--- src/include/alu_pkg.sv ---
/*
 * Shared types and constants of the 8-bit arithmetic and logic datapath:
 * operation codes, flag layout, instruction and write-back carriers.
 * Assumes an instruction decoder that fetches operands from the register
 * file and a register file that accepts one byte write per cycle.
 */
package alu_pkg;

    localparam int byte_w = 8;
    localparam int word_w = 16;
    localparam int idx_w = 5;
    localparam int byte_msb = 7;
    localparam int word_msb = 15;
    localparam int half_msb = 3;
    localparam logic [7:0] all_ones = 8'hff;
    localparam logic [7:0] byte_zero = 8'h00;
    localparam logic [15:0] word_zero = 16'h0000;
    localparam logic [4:0] pair_step = 5'h01;

    typedef enum logic [4:0] {
        op_none,
        op_add,
        op_add_carry,
        op_sub,
        op_imm_subtract,
        op_reg_subtract_with_carry,
        op_imm_subtract_with_carry,
        op_and,
        op_imm_bitwise_conjunction,
        op_or,
        op_imm_bitwise_disjunction,
        op_bitwise_exclusive_disjunction,
        op_ones_complement_op,
        op_twos_complement_op,
        op_set_bits_op,
        op_clear_bits_op,
        op_word_add_immediate,
        op_word_subtract_immediate
    } op_type;

    typedef enum logic [2:0] {
        kind_add,
        kind_sub,
        kind_and,
        kind_or,
        kind_xor
    } alu_kind_type;

    typedef struct packed {
        logic h;
        logic s;
        logic v;
        logic n;
        logic z;
        logic c;
    } flags_type;

    localparam flags_type flags_reset = 6'h00;

    typedef struct packed {
        logic valid;
        op_type op;
        logic [4:0] dst_idx;
        logic [7:0] dst_val;
        logic [7:0] dst_hi_val;
        logic [7:0] src_reg;
        logic [7:0] imm;
    } instr_type;

    typedef struct packed {
        logic en;
        logic [4:0] idx;
        logic [7:0] data;
    } wr_type;

    localparam wr_type wr_idle = 14'h0000;

endpackage

--- src/verilog/arith_logic_unit_8bit.sv ---
/*
 * Execution datapath of the 8-bit core: byte arithmetic and logic on
 * register or immediate operands, word add and subtract of an immediate
 * on a register pair, and the status flags.
 * Assumes the decoder supplies operand values already read from the
 * register file, and that the register file takes o_wr as its write port
 * and forwards a pending write to a following read, as for any byte op.
 */
// Notes on behaviour
// - Register add writes destination plus source, plus carry for the carrying form, in one cycle, flags Z C N V H.
// - Word add of an immediate to a register pair writes the pair back in two cycles, flags Z C N V S.
// - Subtract of a register or immediate writes the difference in one cycle, flags Z C N V H.
// - Subtract with carry, register or immediate, also subtracts the carry, one cycle, flags Z C N V H.
// - Word subtract of an immediate from a register pair writes the pair back in two cycles, flags Z C N V S.
// - AND with a register or immediate writes the result in one cycle and changes only Z N V.
// - OR with register or immediate and XOR of two registers write in one cycle and change only Z N V.
// - One's complement gives all-ones minus the value, flags Z C N V; two's complement gives zero minus it, also H.
// - Set-bits ORs an immediate mask into the destination in one cycle, flags Z N V.
// - Clear-bits ANDs the destination with all-ones minus the mask in one cycle, flags Z N V.
`timescale 1ns/1ps
module arith_logic_unit_8bit
    import alu_pkg::*;
(
    // Clock and reset.
    input wire logic i_sys_clk,
    input wire logic i_reset,
    // Instruction from the decoder.
    input wire instr_type i_instr,
    // Write-back to the register file.
    output wr_type o_wr,
    // Status and handshake.
    output flags_type o_flags,
    output logic o_busy
);

    typedef enum logic {st_idle, st_word_high} state_type;

    ////////////////////////////////////////////////////////////////////////////
    // Per-operation decoding.

    function automatic flags_type op_mask(input op_type op);
        flags_type m;
        m = flags_reset;
        case (op)
            op_add, op_add_carry, op_sub, op_imm_subtract,
            op_reg_subtract_with_carry, op_imm_subtract_with_carry,
            op_twos_complement_op: begin
                m.z = 1'b1;
                m.c = 1'b1;
                m.n = 1'b1;
                m.v = 1'b1;
                m.h = 1'b1;
            end
            op_ones_complement_op: begin
                m.z = 1'b1;
                m.c = 1'b1;
                m.n = 1'b1;
                m.v = 1'b1;
            end
            op_word_add_immediate, op_word_subtract_immediate: begin
                m.z = 1'b1;
                m.c = 1'b1;
                m.n = 1'b1;
                m.v = 1'b1;
                m.s = 1'b1;
            end
            op_none: m = flags_reset;
            default: begin
                m.z = 1'b1;
                m.n = 1'b1;
                m.v = 1'b1;
            end
        endcase
        return m;
    endfunction

    function automatic logic is_word(input op_type op);
        return (op == op_word_add_immediate) || (op == op_word_subtract_immediate);
    endfunction

    function automatic logic is_logic(input op_type op);
        return (op == op_and) || (op == op_imm_bitwise_conjunction) || (op == op_or)
            || (op == op_imm_bitwise_disjunction) || (op == op_bitwise_exclusive_disjunction)
            || (op == op_set_bits_op) || (op == op_clear_bits_op);
    endfunction

    // Flags named in the mask take the new value, the rest hold.
    function automatic flags_type merge(input flags_type old_f, input flags_type new_f,
                                        input flags_type m);
        return (old_f & ~m) | (new_f & m);
    endfunction

    ////////////////////////////////////////////////////////////////////////////
    // Operand selection.

    state_type state_r;
    flags_type flags_r;
    wr_type wr_r;
    logic busy_r;
    logic [4:0] hi_idx_r;
    logic [7:0] hi_data_r;
    flags_type word_flags_r;

    alu_kind_type kind;
    logic [7:0] opa;
    logic [7:0] opb;
    logic cin;
    logic [7:0] byte_result;
    flags_type byte_flags;
    logic [15:0] word_result;
    flags_type word_flags;
    logic accept;

    assign accept = i_instr.valid && (state_r == st_idle);

    always_comb begin
        kind = kind_add;
        opa = i_instr.dst_val;
        opb = i_instr.src_reg;
        cin = 1'b0;
        case (i_instr.op)
            op_add_carry: cin = flags_r.c;
            op_sub: kind = kind_sub;
            op_imm_subtract: begin
                kind = kind_sub;
                opb = i_instr.imm;
            end
            op_reg_subtract_with_carry: begin
                kind = kind_sub;
                cin = flags_r.c;
            end
            op_imm_subtract_with_carry: begin
                kind = kind_sub;
                opb = i_instr.imm;
                cin = flags_r.c;
            end
            op_and: kind = kind_and;
            op_imm_bitwise_conjunction: begin
                kind = kind_and;
                opb = i_instr.imm;
            end
            op_or: kind = kind_or;
            op_imm_bitwise_disjunction, op_set_bits_op: begin
                kind = kind_or;
                opb = i_instr.imm;
            end
            op_bitwise_exclusive_disjunction: kind = kind_xor;
            op_ones_complement_op: begin
                // All-ones minus the value never borrows; carry is forced below.
                kind = kind_sub;
                opa = all_ones;
                opb = i_instr.dst_val;
            end
            op_twos_complement_op: begin
                kind = kind_sub;
                opa = byte_zero;
                opb = i_instr.dst_val;
            end
            op_clear_bits_op: begin
                kind = kind_and;
                opb = all_ones - i_instr.imm;
            end
            default: kind = kind_add;
        endcase
    end

    byte_alu_unit u_byte (
        .i_kind(kind),
        .i_a(opa),
        .i_b(opb),
        .i_cin(cin),
        .o_result(byte_result),
        .o_flags(byte_flags)
    );

    word_alu_unit u_word (
        .i_pair({i_instr.dst_hi_val, i_instr.dst_val}),
        .i_k(i_instr.imm),
        .i_sub(i_instr.op == op_word_subtract_immediate),
        .o_result(word_result),
        .o_flags(word_flags)
    );

    ////////////////////////////////////////////////////////////////////////////
    // Sequencing of word operations.

    always_ff @(posedge i_sys_clk) begin
        if (i_reset) begin
            state_r <= st_idle;
            busy_r <= 1'b0;
        end else begin
            case (state_r)
                st_idle: begin
                    if (accept && is_word(i_instr.op)) begin
                        state_r <= st_word_high;
                        busy_r <= 1'b1;
                    end
                end
                default: begin
                    state_r <= st_idle;
                    busy_r <= 1'b0;
                end
            endcase
        end
    end

    // High half and its flags wait here while the low byte is written.
    always_ff @(posedge i_sys_clk) begin
        if (i_reset) begin
            hi_idx_r <= 5'h00;
            hi_data_r <= byte_zero;
            word_flags_r <= flags_reset;
        end else if (accept && is_word(i_instr.op)) begin
            hi_idx_r <= i_instr.dst_idx + pair_step;
            hi_data_r <= word_result[15:8];
            word_flags_r <= word_flags;
        end
    end

    ////////////////////////////////////////////////////////////////////////////
    // Write-back and flags.

    always_ff @(posedge i_sys_clk) begin
        if (i_reset) begin
            wr_r <= wr_idle;
        end else if (state_r == st_word_high) begin
            wr_r <= '{en: 1'b1, idx: hi_idx_r, data: hi_data_r};
        end else if (accept && is_word(i_instr.op)) begin
            wr_r <= '{en: 1'b1, idx: i_instr.dst_idx, data: word_result[7:0]};
        end else if (accept && (i_instr.op != op_none)) begin
            wr_r <= '{en: 1'b1, idx: i_instr.dst_idx, data: byte_result};
        end else begin
            wr_r <= wr_idle;
        end
    end

    flags_type byte_new;

    always_comb begin
        byte_new = byte_flags;
        // The one's complement always reports a carry out.
        if (i_instr.op == op_ones_complement_op) begin
            byte_new.c = 1'b1;
        end
    end

    // Word flags land with the high byte so they describe the whole pair.
    always_ff @(posedge i_sys_clk) begin
        if (i_reset) begin
            flags_r <= flags_reset;
        end else if (state_r == st_word_high) begin
            flags_r <= merge(flags_r, word_flags_r, op_mask(op_word_add_immediate));
        end else if (accept && !is_word(i_instr.op)) begin
            flags_r <= merge(flags_r, byte_new, op_mask(i_instr.op));
        end
    end

    assign o_wr = wr_r;
    assign o_flags = flags_r;
    assign o_busy = busy_r;

    ////////////////////////////////////////////////////////////////////////////
    // Checks.

    byte_write_next_a: assert property (@(posedge i_sys_clk) disable iff (i_reset)
        accept && !is_word(i_instr.op) && (i_instr.op != op_none)
        |=> o_wr.en && (o_wr.idx == $past(i_instr.dst_idx)) && !o_busy)
        else $error("byte op did not write back in one cycle");

    add_result_ok_a: assert property (@(posedge i_sys_clk) disable iff (i_reset)
        accept && (i_instr.op == op_add_carry)
        |=> o_wr.data == 8'($past(i_instr.dst_val) + $past(i_instr.src_reg) + {7'h00, $past(flags_r.c)}))
        else $error("add with carry result wrong");

    word_two_cycle_a: assert property (@(posedge i_sys_clk) disable iff (i_reset)
        accept && is_word(i_instr.op)
        |=> o_busy && o_wr.en ##1 !o_busy && o_wr.en && (o_wr.idx == 5'($past(i_instr.dst_idx, 2) + pair_step)))
        else $error("word op did not write both halves in two cycles");

    word_sub_pair_a: assert property (@(posedge i_sys_clk) disable iff (i_reset)
        accept && (i_instr.op == op_word_subtract_immediate)
        |=> (o_wr.data == $past(word_result[7:0])) ##1 (o_wr.data == $past(word_result[15:8], 2))
            && (o_flags.z == ($past(word_result, 2) == word_zero)))
        else $error("word subtract pair or zero flag wrong");

    sub_borrow_ok_a: assert property (@(posedge i_sys_clk) disable iff (i_reset)
        accept && (i_instr.op == op_sub)
        |=> (o_flags.c == ($past(i_instr.src_reg) > $past(i_instr.dst_val)))
            && (o_wr.data == 8'($past(i_instr.dst_val) - $past(i_instr.src_reg))))
        else $error("subtract borrow or difference wrong");

    logic_keeps_ch_a: assert property (@(posedge i_sys_clk) disable iff (i_reset)
        accept && is_logic(i_instr.op)
        |=> !o_flags.v && $stable(o_flags.c) && $stable(o_flags.h) && $stable(o_flags.s))
        else $error("logic op touched an unnamed flag");

    com_sets_carry_a: assert property (@(posedge i_sys_clk) disable iff (i_reset)
        accept && (i_instr.op == op_ones_complement_op)
        |=> o_flags.c && (o_wr.data == 8'(all_ones - $past(i_instr.dst_val))))
        else $error("one's complement result or carry wrong");

    clear_bits_ok_a: assert property (@(posedge i_sys_clk) disable iff (i_reset)
        accept && (i_instr.op == op_clear_bits_op)
        |=> (o_wr.data == ($past(i_instr.dst_val) & ~$past(i_instr.imm))) && $stable(o_flags.c))
        else $error("clear-bits result wrong");

    set_bits_ok_a: assert property (@(posedge i_sys_clk) disable iff (i_reset)
        accept && (i_instr.op == op_set_bits_op)
        |=> (o_wr.data == ($past(i_instr.dst_val) | $past(i_instr.imm))) && o_flags.z == (o_wr.data == byte_zero))
        else $error("set-bits result or zero flag wrong");

    sbc_carry_in_a: assert property (@(posedge i_sys_clk) disable iff (i_reset)
        accept && (i_instr.op == op_imm_subtract_with_carry)
        |=> o_wr.data == 8'($past(i_instr.dst_val) - $past(i_instr.imm) - {7'h00, $past(flags_r.c)}))
        else $error("subtract with carry ignored the carry");

endmodule

--- src/verilog/byte_alu_unit.sv ---
/*
 * Combinational byte arithmetic and logic unit with its flag results.
 * Assumes the caller picks operands, carry-in and which flags to keep.
 */
`timescale 1ns/1ps
module byte_alu_unit
    import alu_pkg::*;
(
    // Operation and operands.
    input wire alu_kind_type i_kind,
    input wire logic [7:0] i_a,
    input wire logic [7:0] i_b,
    input wire logic i_cin,
    // Result and flags.
    output logic [7:0] o_result,
    output flags_type o_flags
);

    logic [8:0] wide;
    logic [4:0] half;
    logic a7;
    logic b7;
    logic r7;

    always_comb begin
        wide = 9'h000;
        half = 5'h00;
        o_flags = flags_reset;
        a7 = i_a[byte_msb];
        b7 = i_b[byte_msb];
        case (i_kind)
            kind_add: begin
                wide = {1'b0, i_a} + {1'b0, i_b} + {8'h00, i_cin};
                half = {1'b0, i_a[half_msb:0]} + {1'b0, i_b[half_msb:0]} + {4'h0, i_cin};
            end
            kind_sub: begin
                wide = {1'b0, i_a} - {1'b0, i_b} - {8'h00, i_cin};
                half = {1'b0, i_a[half_msb:0]} - {1'b0, i_b[half_msb:0]} - {4'h0, i_cin};
            end
            kind_and: wide = {1'b0, i_a & i_b};
            kind_or: wide = {1'b0, i_a | i_b};
            default: wide = {1'b0, i_a ^ i_b};
        endcase
        o_result = wide[7:0];
        r7 = wide[byte_msb];
        // Bit 4 of the nibble sum is the carry or borrow out of bit 3.
        o_flags.h = half[4];
        o_flags.c = wide[8];
        o_flags.n = r7;
        o_flags.z = (wide[7:0] == byte_zero);
        if (i_kind == kind_add) begin
            o_flags.v = (a7 & b7 & ~r7) | (~a7 & ~b7 & r7);
        end else if (i_kind == kind_sub) begin
            o_flags.v = (a7 & ~b7 & ~r7) | (~a7 & b7 & r7);
        end else begin
            o_flags.v = 1'b0;
        end
        o_flags.s = o_flags.n ^ o_flags.v;
    end

endmodule

--- src/verilog/word_alu_unit.sv ---
/*
 * Combinational 16-bit add or subtract of an immediate on a register pair.
 * Assumes the pair arrives as high and low bytes already joined.
 */
`timescale 1ns/1ps
module word_alu_unit
    import alu_pkg::*;
(
    // Operands.
    input wire logic [15:0] i_pair,
    input wire logic [7:0] i_k,
    input wire logic i_sub,
    // Result and flags.
    output logic [15:0] o_result,
    output flags_type o_flags
);

    logic p15;
    logic r15;

    always_comb begin
        o_flags = flags_reset;
        if (i_sub) begin
            o_result = i_pair - {8'h00, i_k};
        end else begin
            o_result = i_pair + {8'h00, i_k};
        end
        p15 = i_pair[word_msb];
        r15 = o_result[word_msb];
        o_flags.n = r15;
        o_flags.z = (o_result == word_zero);
        o_flags.v = i_sub ? (p15 & ~r15) : (~p15 & r15);
        o_flags.c = i_sub ? (r15 & ~p15) : (~r15 & p15);
        o_flags.s = o_flags.n ^ o_flags.v;
    end

endmodule

--- config.mk ---
export PLATFORM = sky130hd
export DESIGN_NAME = arith_logic_unit_8bit
export DESIGN_NICKNAME = d
export VERILOG_FILES = /design/src/include/alu_pkg.sv /design/src/verilog/arith_logic_unit_8bit.sv /design/src/verilog/byte_alu_unit.sv /design/src/verilog/word_alu_unit.sv
export SDC_FILE = /design/constraint.sdc
export NUM_CORES = 1
export LEC_CHECK = 0
export BUFFER_PORTS_ARGS = -buffer_cell sky130_fd_sc_hd__clkbuf_2
export CAP_MARGIN = 15
export CORE_ASPECT_RATIO = 0.7
export CORE_UTILIZATION = 55
export CTS_BUF_LIST = sky130_fd_sc_hd__clkbuf_4 sky130_fd_sc_hd__clkbuf_8
export DETAILED_ROUTE_END_ITERATION = 6
export PLACE_DENSITY_LB_ADDON = 0.25
export SLEW_MARGIN = 10
export SYNTH_ARGS = -nofsm -noshare
export SYNTH_HDL_FRONTEND = slang
export SYNTH_SLANG_ARGS = --single-unit
--- constraint.sdc ---
create_clock -name i_sys_clk -period 14.2 [get_ports i_sys_clk]
set_input_delay 3.55 -clock i_sys_clk [delete_from_list [all_inputs] [get_ports i_sys_clk]]
set_output_delay 3.55 -clock i_sys_clk [all_outputs]
set_load 0.02 [all_outputs]
* Word level (Yosys, flattened, before mapping)
Cells that the tools add are included.
** Storage, ports and cells
- Memories :: 0
- Bits in latches :: 0
- Bits of input ports :: 45
- Register bits after elaboration :: 40
- ROM bits :: 0
- Logic and storage cells :: 134
- Bits in writable memories :: 0
** Operators by class
- Shift operators :: 0
- Add/subtract/negate cells :: 12
- Bitwise logic cells :: 28
- Divide/modulo/power cells :: 0
- Multipliers :: 0
- Muxes and demuxes :: 34
- Equal/unequal tests :: 20
- Reductions and logical operators :: 22
- $lt $le $gt $ge :: 0
** Operator list (number)
- 14-bit two-way mux :: 3
- 5-bit by 4-bit equality test with 1-bit output, second input constant :: 8
- 9-bit one-hot mux with 4 select lines :: 1
- 8-bit one-hot mux with 3 select lines :: 1
- 5-bit by 3-bit equality test with 1-bit output, second input constant :: 4
- 1-bit two-way mux :: 19
- 16-bit by 8-bit adder with 16-bit output :: 1
- 16-bit zero test :: 1
- 16-bit two-way mux :: 1
- 8-bit one-hot mux with 2 select lines :: 1
- 16-bit by 8-bit subtractor with 16-bit output :: 1
- 6-bit bitwise AND :: 2
- 3-bit two-way mux :: 4
- 6-bit two-way mux :: 2
- 3-bit one-hot mux with 4 select lines :: 1
- 1-bit bitwise AND :: 10
- 5-bit by 2-bit equality test with 1-bit output, second input constant :: 2
- 5-bit equality test, second input constant :: 2
- 5-bit one-hot mux with 2 select lines :: 1
- 10-bit OR reduction :: 1
- 8-bit by 8-bit adder with 9-bit output :: 1
- 9-bit by 1-bit adder with 9-bit output :: 1
- 3-bit OR reduction :: 3
- 8-bit by 8-bit subtractor with 9-bit output :: 1
- 31 further kinds :: 44

* Logic depth before layout (Yosys ltp)
Gate-level depths: netlist of run 1.
- Depth in word-level cells :: 16
- Gate-level depth with buffers :: 20
- Gate-level depth less buffers :: 19

* Hierarchy
Synthesis of run 1 repeated with hierarchy kept, for this count alone.
** Second synthesis, totals
- Cell total of the unflattened synthesis :: 577
- Area, all modules :: 4471.8 sq um
** Modules (own cells, without submodules)
- arith_logic_unit_8bit :: times used 1, cells an instance 241, area each 2010.7 sq um
- byte_alu_unit :: times used 1, cells an instance 189, area each 1418.9 sq um
- word_alu_unit :: times used 1, cells an instance 147, area each 1042.2 sq um

* Least setup slack after synthesis of run 1
No wires, ideal clock.
- Kind :: input-to-reg
- Start :: input i_instr[40] (netlist bit)
- End :: register (tool-made name)
- Path slack :: 6821 ps
- Stages on the path :: 18
- Setup time :: 96 ps
- Arrival time :: 7283 ps
- Cell sequence :: buf_2 -> or2_2 -> a21oi_2 -> nand2_1 -> and3_1 -> clkbuf_1 -> xnor2_1 -> ha_1 -> a21o_1 -> fa_1 -> o21a_1 -> o22ai_1 -> xnor2_1 -> a221oi_1 -> a31oi_1 -> o21ai_0 -> or4b_1 -> o41ai_2
** RTL lines
- start: declaration :: line arith_logic_unit_8bit.sv:28 : input wire instr_type i_instr,

==> results of run 1 <==
[logic make-up (layout without fill, tap and decap cells)]
group                    Yosys count  count (layout)  share of synthesized area [%]
multiplexers                       7               7                          1.945
AO/OA/AOI/OAI                    206             206                          32.23
XOR/XNOR                          30              30                          5.920
adder cells (fa/ha/maj)           50              50                          14.60
buffers and inverters             69             111                          6.682
AND/OR/NAND/NOR                  190             190                          21.03
flip-flops                        39              39                          17.59
[metal layers]
| layer | track usage (%) | wire length [um] |
|---|---|---|
| met1 | 50.57 | 6369 |
| met2 | 45.16 | 5290 |
| met3 | 5.697 | 1519 |
| met4 | 4.400 | 110 |
| met5 | 0 | 0 |
[how the worst min path moves through the flow]
| stage | from | endpoint | slack [ps] |
|---|---|---|---|
| floorplan | hi_data_r[2] | hi_data_r[2] | 440 |
| global placement | hi_idx_r[1] | hi_idx_r[1] | 450 |
| detailed placement | hi_idx_r[1] | hi_idx_r[1] | 460 |
| CTS | hi_idx_r[1] | hi_idx_r[1] | 470 |
| global route | hi_idx_r[1] | hi_idx_r[1] | 490 |
| finish | hi_idx_r[1] | hi_idx_r[1] | 470 |
[worst register-to-register path, stage by stage (launching register included)]
cell	delay [ps]
dfxtp_1	410
nor4b_1	550
xnor2_1	170
ha_1	210
a21o_1	190
fa_1	440
o21a_1	240
o22ai_1	140
xnor2_1	90
a221oi_1	340
a31oi_1	130
o21ai_0	240
or4b_1	480
o41ai_2	270
[cell type report]
cell class / instances / area, um2 / share of cell area (%)
multi-input combinational: 483 / 3361 / 68.98
sequential: 39 / 780.7 / 16.02
timing repair buffer: 66 / 332.8 / 6.831
inverter: 37 / 138.9 / 2.851
tap: 98 / 122.6 / 2.517
clock buffer: 6 / 76.32 / 1.567
clock inverter: 2 / 60.06 / 1.233
[through the flow]
stage | total power (W) | instances
floorplan | 0.0002553 | 591
global placement | 0.0003001 | 723
detailed placement | 0.0003032 | 723
CTS | 0.0004129 | 731
global route | 0.0004404 | 731
finish | 0.0004179 | 731
[power by group]
| part | internal, W | leakage, nW | switching [W] |
|---|---|---|---|
| Sequential | 0.000114 | 0.317 | 0.00000193 |
| Combinational | 0.0000750 | 1.70 | 0.000117 |
| Clock | 0.0000721 | 0.0688 | 0.0000383 |
[cells in the final DEF (no fill, tap or decap), drive strengths merged, types with 4 or more instances in the layout]
master	instances
a221o	7
nand2	43
o31ai	4
nor3	12
dfxtp	39
nor2	66
nand3	10
and3	8
a21boi	4
xnor2	17
nor4b	4
a31oi	6
inv	37
xor2	13
ha	47
mux2i	7
or2	7
o21ai	50
or3	5
a221oi	6
a22oi	15
a21oi	39
a21o	6
a222oi	4
o21a	21
nor4	4
a211oi	13
nand2b	7
clkbuf	71
nor2b	9
o211ai	4
==> impl_metrics.py, run 1 <==
metrics = {
    "critical_path": {
        "end_kind": "flip-flop",
        "r2r_slack_ps": 10210,
        "cp_max_fo": 27,
        "critical_path_arrival_ps": 8080,
        "crit_top_cell": "o21ai_0",
        "start_kind": "input port",
        "worst-path-buf-inv": 1,
        "crit_path_start": "i_instr[41]",
        "critPathTopFamily": "simple AND/OR/NAND/NOR gates",
        "slowest_stage": "nor4bb_4",
        "reg2regPathDepth": 13,
        "max_stage_delay_ps": 900,
        "crit_type": "in2reg",
        "cp.depth": 16,
        "cp.required_ps": 14410,
        "cp_cell_sequence": "clkbuf_2, nor4bb_4, mux2i_2, xnor2_1, ha_1, a21oi_1, fa_1, nor2b_1, o21ai_0, a21boi_0, o21ai_0, a21boi_0, o21ai_0, o21ai_0, or4b_1, o41ai_2",
    },
    "timing": {
        "finalSetupViolCount": 0,
        "rsz0062_at_grt": "no",
        "slew_viol_final": 0,
        "holdWs_ps": 472.9,
        "fin_tns_setup_ps": 0,
        "finalWorstSetupSlack_ps": 6329,
        "worst_slew_pin_slew_ps": 1089,
        "slew_headroom_pct": 27.16,
        "fmax_ghz": 0.1271,
        "hold_violations": 0,
        "min_period_over_period_pct": 55.43,
        "fin_crit_ps": 7871,
        "clock_skew_ps": 7.253,
    },
    "synthesis": {
        "ys_seq_area_share_pct": 17.59,
        "synth_common_cells": "66 x nor2_1, 48 x o21ai_0, 47 x ha_1, 43 x nand2_1, 39 x dfxtp_1",
        "synth.area.top_cells": "dfxtp_1 18%, ha_1 13%, nor2_1 5.6%",
        "synthFlopType": "dfxtp_1",
        "yosys.cell_count.top_type": "nor2_1",
        "synthDistinctLibCells": 73,
        "async_reset_ff_share_pct": 0,
        "syn_inst": 591,
        "synth-warning-count": 0,
        "synth_edf_count": 0,
        "synth_area_um2": 4438,
        "ys_ff_latch": 39,
        "synth.avg_cell_area_um2": 7.509,
        "synth_nets": 686,
        "synth_top_area_share_pct": 17.59,
        "synth_largest_area_cell": "dfxtp_1",
    },
    "power": {
        "peakVddDrop_mv": 0.08103,
        "pwr_density_cell_nw_per_um2": 85.77,
        "p_leak_nw": 2.082,
    },
    "place": {
        "dp_hpwl_mm": 10.45,
        "placed_area_um2": 4736,
        "numPortBuffers": 65,
        "post-place-ws_ps": 6065,
        "gp_congestion": 0.9340,
    },
    "clock_tree": {
        "path_clk_slew_ps": 80,
        "cts_tree": "built",
        "clk_root_buffer_cell": "clkbuf_8",
        "htreeDepth": 2,
        "cts-resized-gates": 0,
        "cts_buffers": 5,
        "post_cts_buffers": 0,
        "clk_path_buf_depth": 2,
        "cts_sinks": 39,
        "clkLatencyLatePin_ps": 290,
        "cts-hold-fix-buffers": 0,
    },
    "min_path": {
        "whs_path_depth": 2,
        "holdCritPathClass": "reg2reg",
    },
    "floorplan": {
        "fp.dieH_um": 77.16,
        "die_x_um": 109.4,
        "rows": 26,
        "start_util_pct": 58.80,
        "pin_count": 66,
        "core-area_um2": 7547,
        "die_area_um2": 8438,
    },
    "cells_and_area": {
        "fin_nets": 727,
        "syn_to_final_growth_pct": 9.783,
        "drive_gt1_share_pct": 15.17,
        "final_area_um2": 4872,
        "utilization_pct": 64.56,
        "diodes": 0,
        "fillers": 672,
    },
    "flow_run": {
        "cap_violations": 0,
    },
    "routing": {
        "routed_wl_mm": 13.29,
        "drtPass1Iterations": 6,
        "ant_nets": 0,
        "drc": 0,
        "wire_per_inst_um": 18.18,
        "vias": 4662,
        "viasPerCell": 6.378,
        "drtIter0Drc": 471,
    },
    "global_routing": {
        "antenna_found_initial": 0,
        "grt_pass1_vias": 3979,
        "grt_overflow": 0,
        "grt_use_total_pct": 32.07,
        "grt_pass1_wl_mm": 20.97,
        "grt_max_degree": 42,
    },
    "outcome": {
        "status": "finished, final reports clean",
    },
}
Note: power is estimated with default switching activity, not from simulation.
==> run 2: changes to the inputs <==
- ABC_AREA: unset -> 1
- clock period: 14.2 -> 7.41 ns (I/O delays scaled with it)
==> run 2 against run 1 <==
- core utilization rose by 0.15 points
- via count rose by 1.5%
- die area fell by 4.5%
- setup slack got worse by 4600 ps
- register-to-register slack got worse by 6300 ps
- sequential power rose by 93%
- largest cell class unchanged
==> impl_metrics.py, run 2 <==
metrics = {
    "place": {
        "dp.cells": 814,
        "dp_hpwl_mm": 10.36,
        "numPortBuffers": 65,
        "gp_congestion": 1.006,
    },
    "critical_path": {
        "end_kind": "flip-flop",
        "worst-path-buf-inv": 3,
        "start_kind": "input port",
        "crit_type": "in2reg",
        "crit_top_cell": "nand2_1",
        "slowest_stage": "nor3_1",
        "cp_max_fo": 15,
        "crit_path_start": "i_instr[40]",
        "cp.required_ps": 7630,
        "critPathTopFamily": "simple AND/OR/NAND/NOR gates",
        "max_stage_delay_ps": 590,
        "critical_path_arrival_ps": 5930,
    },
    "cells_and_area": {
        "fillers": 682,
        "drive_gt1_share_pct": 15.61,
        "seq_area_um2": 780.7,
        "diodes": 0,
        "final_cell_mix": "129 x nand2_1, 114 x inv_1, 65 x clkbuf_2",
        "final_common_cell": "nand2_1",
        "instances_no_fill": 822,
        "syn_to_final_growth_pct": 12.89,
        "multi_input_area_um2": 2937,
        "fin_nets": 818,
    },
    "global_routing": {
        "grt_overflow": 0,
        "grt_pass1_vias": 4208,
        "antenna_found_initial": 0,
        "grt_max_degree": 36,
        "grt_pass1_wl_mm": 20.41,
        "grt_use_total_pct": 32.24,
    },
    "timing": {
        "clock_skew_ps": 7.025,
        "hold_violations": 0,
        "fin_tns_setup_ps": 0,
        "slew_viol_final": 0,
        "rsz0062_at_grt": "no",
        "slew_headroom_pct": 50.45,
        "finalSetupViolCount": 0,
        "worst_slew_pin_slew_ps": 735.5,
        "holdWs_ps": 457.4,
        "fmax_ghz": 0.1752,
        "min_period_over_period_pct": 77.05,
        "fin_crit_ps": 5709,
    },
    "synthesis": {
        "synth_area_um2": 4233,
        "ys_ff_latch": 39,
        "synthFlopType": "dfxtp_1",
        "synth-warning-count": 0,
        "syn_inst": 661,
        "synth.avg_cell_area_um2": 6.404,
        "synth_edf_count": 0,
        "synth_common_cells": "129 x nand2_1, 114 x inv_1, 51 x a21oi_1, 47 x ha_1, 46 x nor2_1",
        "synth_top_area_share_pct": 18.45,
        "synth.area.top_cells": "dfxtp_1 18%, ha_1 14%, nand2_1 11%",
        "async_reset_ff_share_pct": 0,
        "synth_largest_area_cell": "dfxtp_1",
        "synth_nets": 756,
        "yosys.cell_count.top_type": "nand2_1",
        "synthDistinctLibCells": 47,
        "ys_seq_area_share_pct": 18.45,
    },
    "clock_tree": {
        "post_cts_buffers": 0,
        "clk_root_buffer_cell": "clkbuf_8",
        "cts-resized-gates": 0,
        "htreeDepth": 2,
        "cts_buffers": 5,
        "clkLatencyLatePin_ps": 290,
        "path_clk_slew_ps": 80,
        "clk_path_buf_depth": 2,
        "cts_sinks": 39,
        "cts_tree": "built",
        "cts-hold-fix-buffers": 0,
    },
    "power": {
        "peakVddDrop_mv": 0.1919,
        "pwr_density_cell_nw_per_um2": 163.0,
        "p_leak_nw": 2.529,
        "p_sw_w": 0.0003066,
        "pwr-share-seq_pct": 28.7,
        "power.internal_w": 0.0004723,
        "p_clk_share_pct": 27.1,
        "power_frac_comb_pct": 44.2,
        "sw_frac_of_total_pct": 39.37,
    },
    "floorplan": {
        "fp.dieH_um": 75.40,
        "die_x_um": 106.9,
        "start_util_pct": 57.32,
        "rows": 26,
        "die_area_um2": 8056,
        "core-area_um2": 7385,
        "pin_count": 66,
    },
    "routing": {
        "vias": 4731,
        "wire_per_inst_um": 15.40,
        "drc": 0,
        "drtIter0Drc": 553,
        "routed_wl_mm": 12.66,
        "wl_met1_mm": 5.813,
        "wl_met3_mm": 1.470,
        "ant_nets": 0,
        "wl_met2_mm": 5.181,
        "viasPerCell": 5.755,
        "maxUsedRoutingLayer": "met4",
        "drtPass1Iterations": 7,
    },
    "min_path": {
        "holdCritPathClass": "reg2reg",
        "worstHoldStart": "hi_idx_r[0]",
    },
    "outcome": {
        "status": "finished, final reports clean",
    },
    "flow_run": {
        "cap_violations": 0,
    },
}
run 2: cell count changes in the layout (fill, tap and decap cells not counted), moves of 13 or more:
cell / previous run / this run
inv_1: 37 / 114
nor2_1: 66 / 46
a22oi_1: 15 / 2
a21oi_1: 37 / 51
nand2_1: 43 / 129
nand3_1: 10 / 32
o21a_1: 21 / 0
run 2: layer usage:
metal  GRT usage, %  vias up
met5              0        -
met4          5.784        0
met3          6.501       24
met2          49.89      268
met1          46.85     2146
li1               -     2293
run 2: cell families (layout without fill, tap and decap cells):
group | after synthesis | in the layout | synth area share, %
flops | 39 | 39 | 18.45
fa+ha+maj | 50 | 50 | 15.31
buf+inv | 135 | 198 | 12.18
compound gates | 155 | 155 | 21.28
simple gates | 257 | 257 | 27.61
xor+xnor | 25 | 25 | 5.173
run 2: path summary, 6_finish.rpt:
path | endpoint | slack, ps | cells after the start
worst max-delay path | flip-flop | 1700 | 25
worst min-delay path | o_wr[8] | 460 | 2
worst max register to register | flip-flop | 3950 | 21
worst min register to register | o_wr[8] | 460 | 2
run 2: cell type report:
| cell class | count | area share (%) |
|---|---|---|
| clock buffers | 5 | 1.440 |
| clock inverters | 3 | 1.414 |
| inverters | 123 | 9.662 |
| multi-input cells | 487 | 61.46 |
| flip-flops and latches | 39 | 16.34 |
| well taps | 98 | 2.566 |
| repair buffers | 67 | 7.122 |
run 2: worst register-to-register path: stages (launching register included):
cell	delay, ps
dfxtp_1	430
o21ai_0	170
xor2_1	160
inv_1	60
ha_1	170
o21bai_1	210
fa_1	460
nor2_1	210
o21ai_0	190
nand2_1	120
nand2_1	60
a21oi_1	160
nand2_1	70
nand3b_1	100
nand3b_1	90
a21oi_1	210
nand2_1	80
nor2_1	100
nand2_1	70
nor2_1	100
nand2_1	60
a21oi_1	110
run 2: power by group through the flow:
| stage | logic [W] | clock network (W) | registers (W) |
|---|---|---|---|
| after detailed placement | 0.000333 | 0 | 0.000228 |
| final | 0.000344 | 0.000211 | 0.000224 |
| after CTS | 0.000335 | 0.000211 | 0.000224 |
| after floorplan | 0.000229 | 0 | 0.000238 |
| after global placement | 0.000324 | 0 | 0.000228 |
| after global routing | 0.000384 | 0.000223 | 0.000225 |
run 2: stage by stage:
step / worst slack, ps / total power, W / cell area (um2) / util [%]
global route: 1240 / 0.0008319 / 4778 / 64.71
CTS: 1787 / 0.0007694 / 4778 / 64.71
finish: 1701 / 0.0007789 / 4778 / 64.71
global placement: 1678 / 0.0005520 / 4642 / 62.86
floorplan: 2440 / 0.0004663 / 4233 / -
detailed placement: 1508 / 0.0005616 / 4642 / 62.86
==> run 3: changes to the inputs <==
- clock period: 7.41 -> 5.97 ns (I/O delays scaled with it)
==> run 3 against run 2 <==
- largest power group unchanged
- via count shrank 3.2%
- final cell count unchanged
- sequential share of layout area grew 0.11 points
- final area is 0.68% lower
- global-route usage is 2.5 points lower
- critical path type unchanged
- highest routed layer unchanged
==> impl_metrics.py, run 3 (synthesis results as in run 2) <==
metrics = {
    "clock_tree": {
        "cts-hold-fix-buffers": 0,
        "cts-resized-gates": 0,
        "clkLatencyLatePin_ps": 290,
        "clk_root_buffer_cell": "clkbuf_8",
        "post_cts_buffers": 0,
        "cts_tree": "built",
        "htreeDepth": 2,
        "cts_buffers": 5,
        "cts_sinks": 39,
        "path_clk_slew_ps": 80,
        "clk_path_buf_depth": 2,
    },
    "timing": {
        "rsz0062_at_grt": "no",
        "fin_tns_setup_ps": 0,
        "finalSetupViolCount": 0,
        "fmax_ghz": 0.1998,
        "hold_violations": 0,
        "slew_headroom_pct": 36.22,
        "slew_viol_final": 0,
        "clock_skew_ps": 4.136,
        "min_period_over_period_pct": 83.85,
        "worst_slew_pin_slew_ps": 951.6,
        "fin_crit_ps": 5006,
    },
    "global_routing": {
        "grt_use_total_pct": 29.76,
        "grt_pass1_wl_mm": 18.80,
        "grt_overflow": 0,
        "grt_pass1_vias": 3862,
        "antenna_found_initial": 0,
        "grt_max_degree": 25,
    },
    "critical_path": {
        "critPathTopFamily": "simple AND/OR/NAND/NOR gates",
        "critical_path_arrival_ps": 5200,
        "cp_cell_sequence": "clkbuf_2, nor2_1, inv_2, nor3_2, inv_2, nor2_2, inv_1, o31ai_1, xor2_1, ha_1, a21oi_1, a21boi_1, inv_1, nand2_1, nand3b_1, a21oi_1, o21bai_1, xor2_1, inv_2, o21ai_0, nand3_1, o211ai_1, inv_1",
        "worst-path-buf-inv": 7,
        "crit_type": "in2reg",
        "max_stage_delay_ps": 350,
        "slowest_stage": "nor2_2",
        "cp_max_fo": 12,
        "start_kind": "input port",
        "end_kind": "flip-flop",
        "cp.required_ps": 6160,
        "r2r_slack_ps": 2530,
    },
    "outcome": {
        "status": "finished, final reports clean",
    },
    "routing": {
        "viasPerCell": 5.569,
        "drtIter0Drc": 511,
        "drtPass1Iterations": 5,
        "drc": 0,
        "vias": 4578,
        "ant_nets": 0,
        "routed_wl_mm": 11.82,
        "wire_per_inst_um": 14.37,
    },
    "place": {
        "numPortBuffers": 65,
        "dp_hpwl_mm": 9.698,
        "gp_congestion": 1.001,
        "dp.cells": 814,
    },
    "cells_and_area": {
        "fin_nets": 818,
        "fillers": 700,
        "final_common_cell": "nand2_1",
        "syn_to_final_growth_pct": 12.12,
        "drive_gt1_share_pct": 15.61,
        "diodes": 0,
        "final_cell_mix": "129 x nand2_1, 114 x inv_1, 65 x clkbuf_2",
        "instances_no_fill": 822,
    },
    "floorplan": {
        "start_util_pct": 57.32,
        "rows": 26,
        "pin_count": 66,
        "die_x_um": 106.9,
        "fp.dieH_um": 75.40,
        "core-area_um2": 7385,
        "die_area_um2": 8056,
    },
    "flow_run": {
        "cap_violations": 0,
    },
    "power": {
        "p_leak_nw": 2.514,
        "pwr_density_cell_nw_per_um2": 189.2,
        "peakVddDrop_mv": 0.09483,
    },
    "min_path": {
        "holdCritPathClass": "reg2reg",
    },
}
[run 3: metrics by stage]
step / power (W) / setup WS, ps / hold slack [ps] / util (%) / instance area [um2]
floorplan: 0.0005788 / 1360 / 433.2 / - / 4233
finish: 0.0008980 / 964.0 / 456.6 / 64.27 / 4746
CTS: 0.0008882 / 982.0 / 456.7 / 64.27 / 4746
detailed placement: 0.0006913 / 677.1 / 444.7 / 62.86 / 4642
global route: 0.0009588 / 471.8 / 481.4 / 64.27 / 4746
global placement: 0.0006857 / 687.9 / 445.2 / 62.86 / 4642
[run 3: routing by layer]
metal  part of all wire (%)  up-vias  global-route usage [%]
li1                       -     2304                       -
met1                     48     2009                   44.07
met2                     39      251                   43.94
met3                     12       14                   7.613
met4                   0.83        0                   4.566
met5                      0        -                       0
[run 3: tightest hold or removal path, cell delays in order (launching register included)]
cell     delay (ps)
dfxtp_1         310
nand2_1          50
a21oi_1          50
[run 3: layout make-up]
class,count,area [um2],share of cell area [%]
inverter,123,461.7,9.728
sequential,39,780.7,16.45
tap,98,122.6,2.584
multi-input combinational,487,2937,61.88
timing repair buffer,67,340.3,7.171
clock buffer,7,96.34,2.030
clock inverter,1,7.507,0.1582
[run 3: final timing paths]
path,start,end,depth (start not counted)
max,i_instr[39],word_flags_r[4],23
min,hi_idx_r[0],o_wr[8],2
min reg2reg,hi_idx_r[0],o_wr[8],2
max reg2reg,flip-flop,flip-flop,21
[run 3: report_power, final]
part	internal (W)	switching [W]
registers	0.000272	0.00000510
clock network	0.000105	0.0000956
logic	0.000147	0.000273
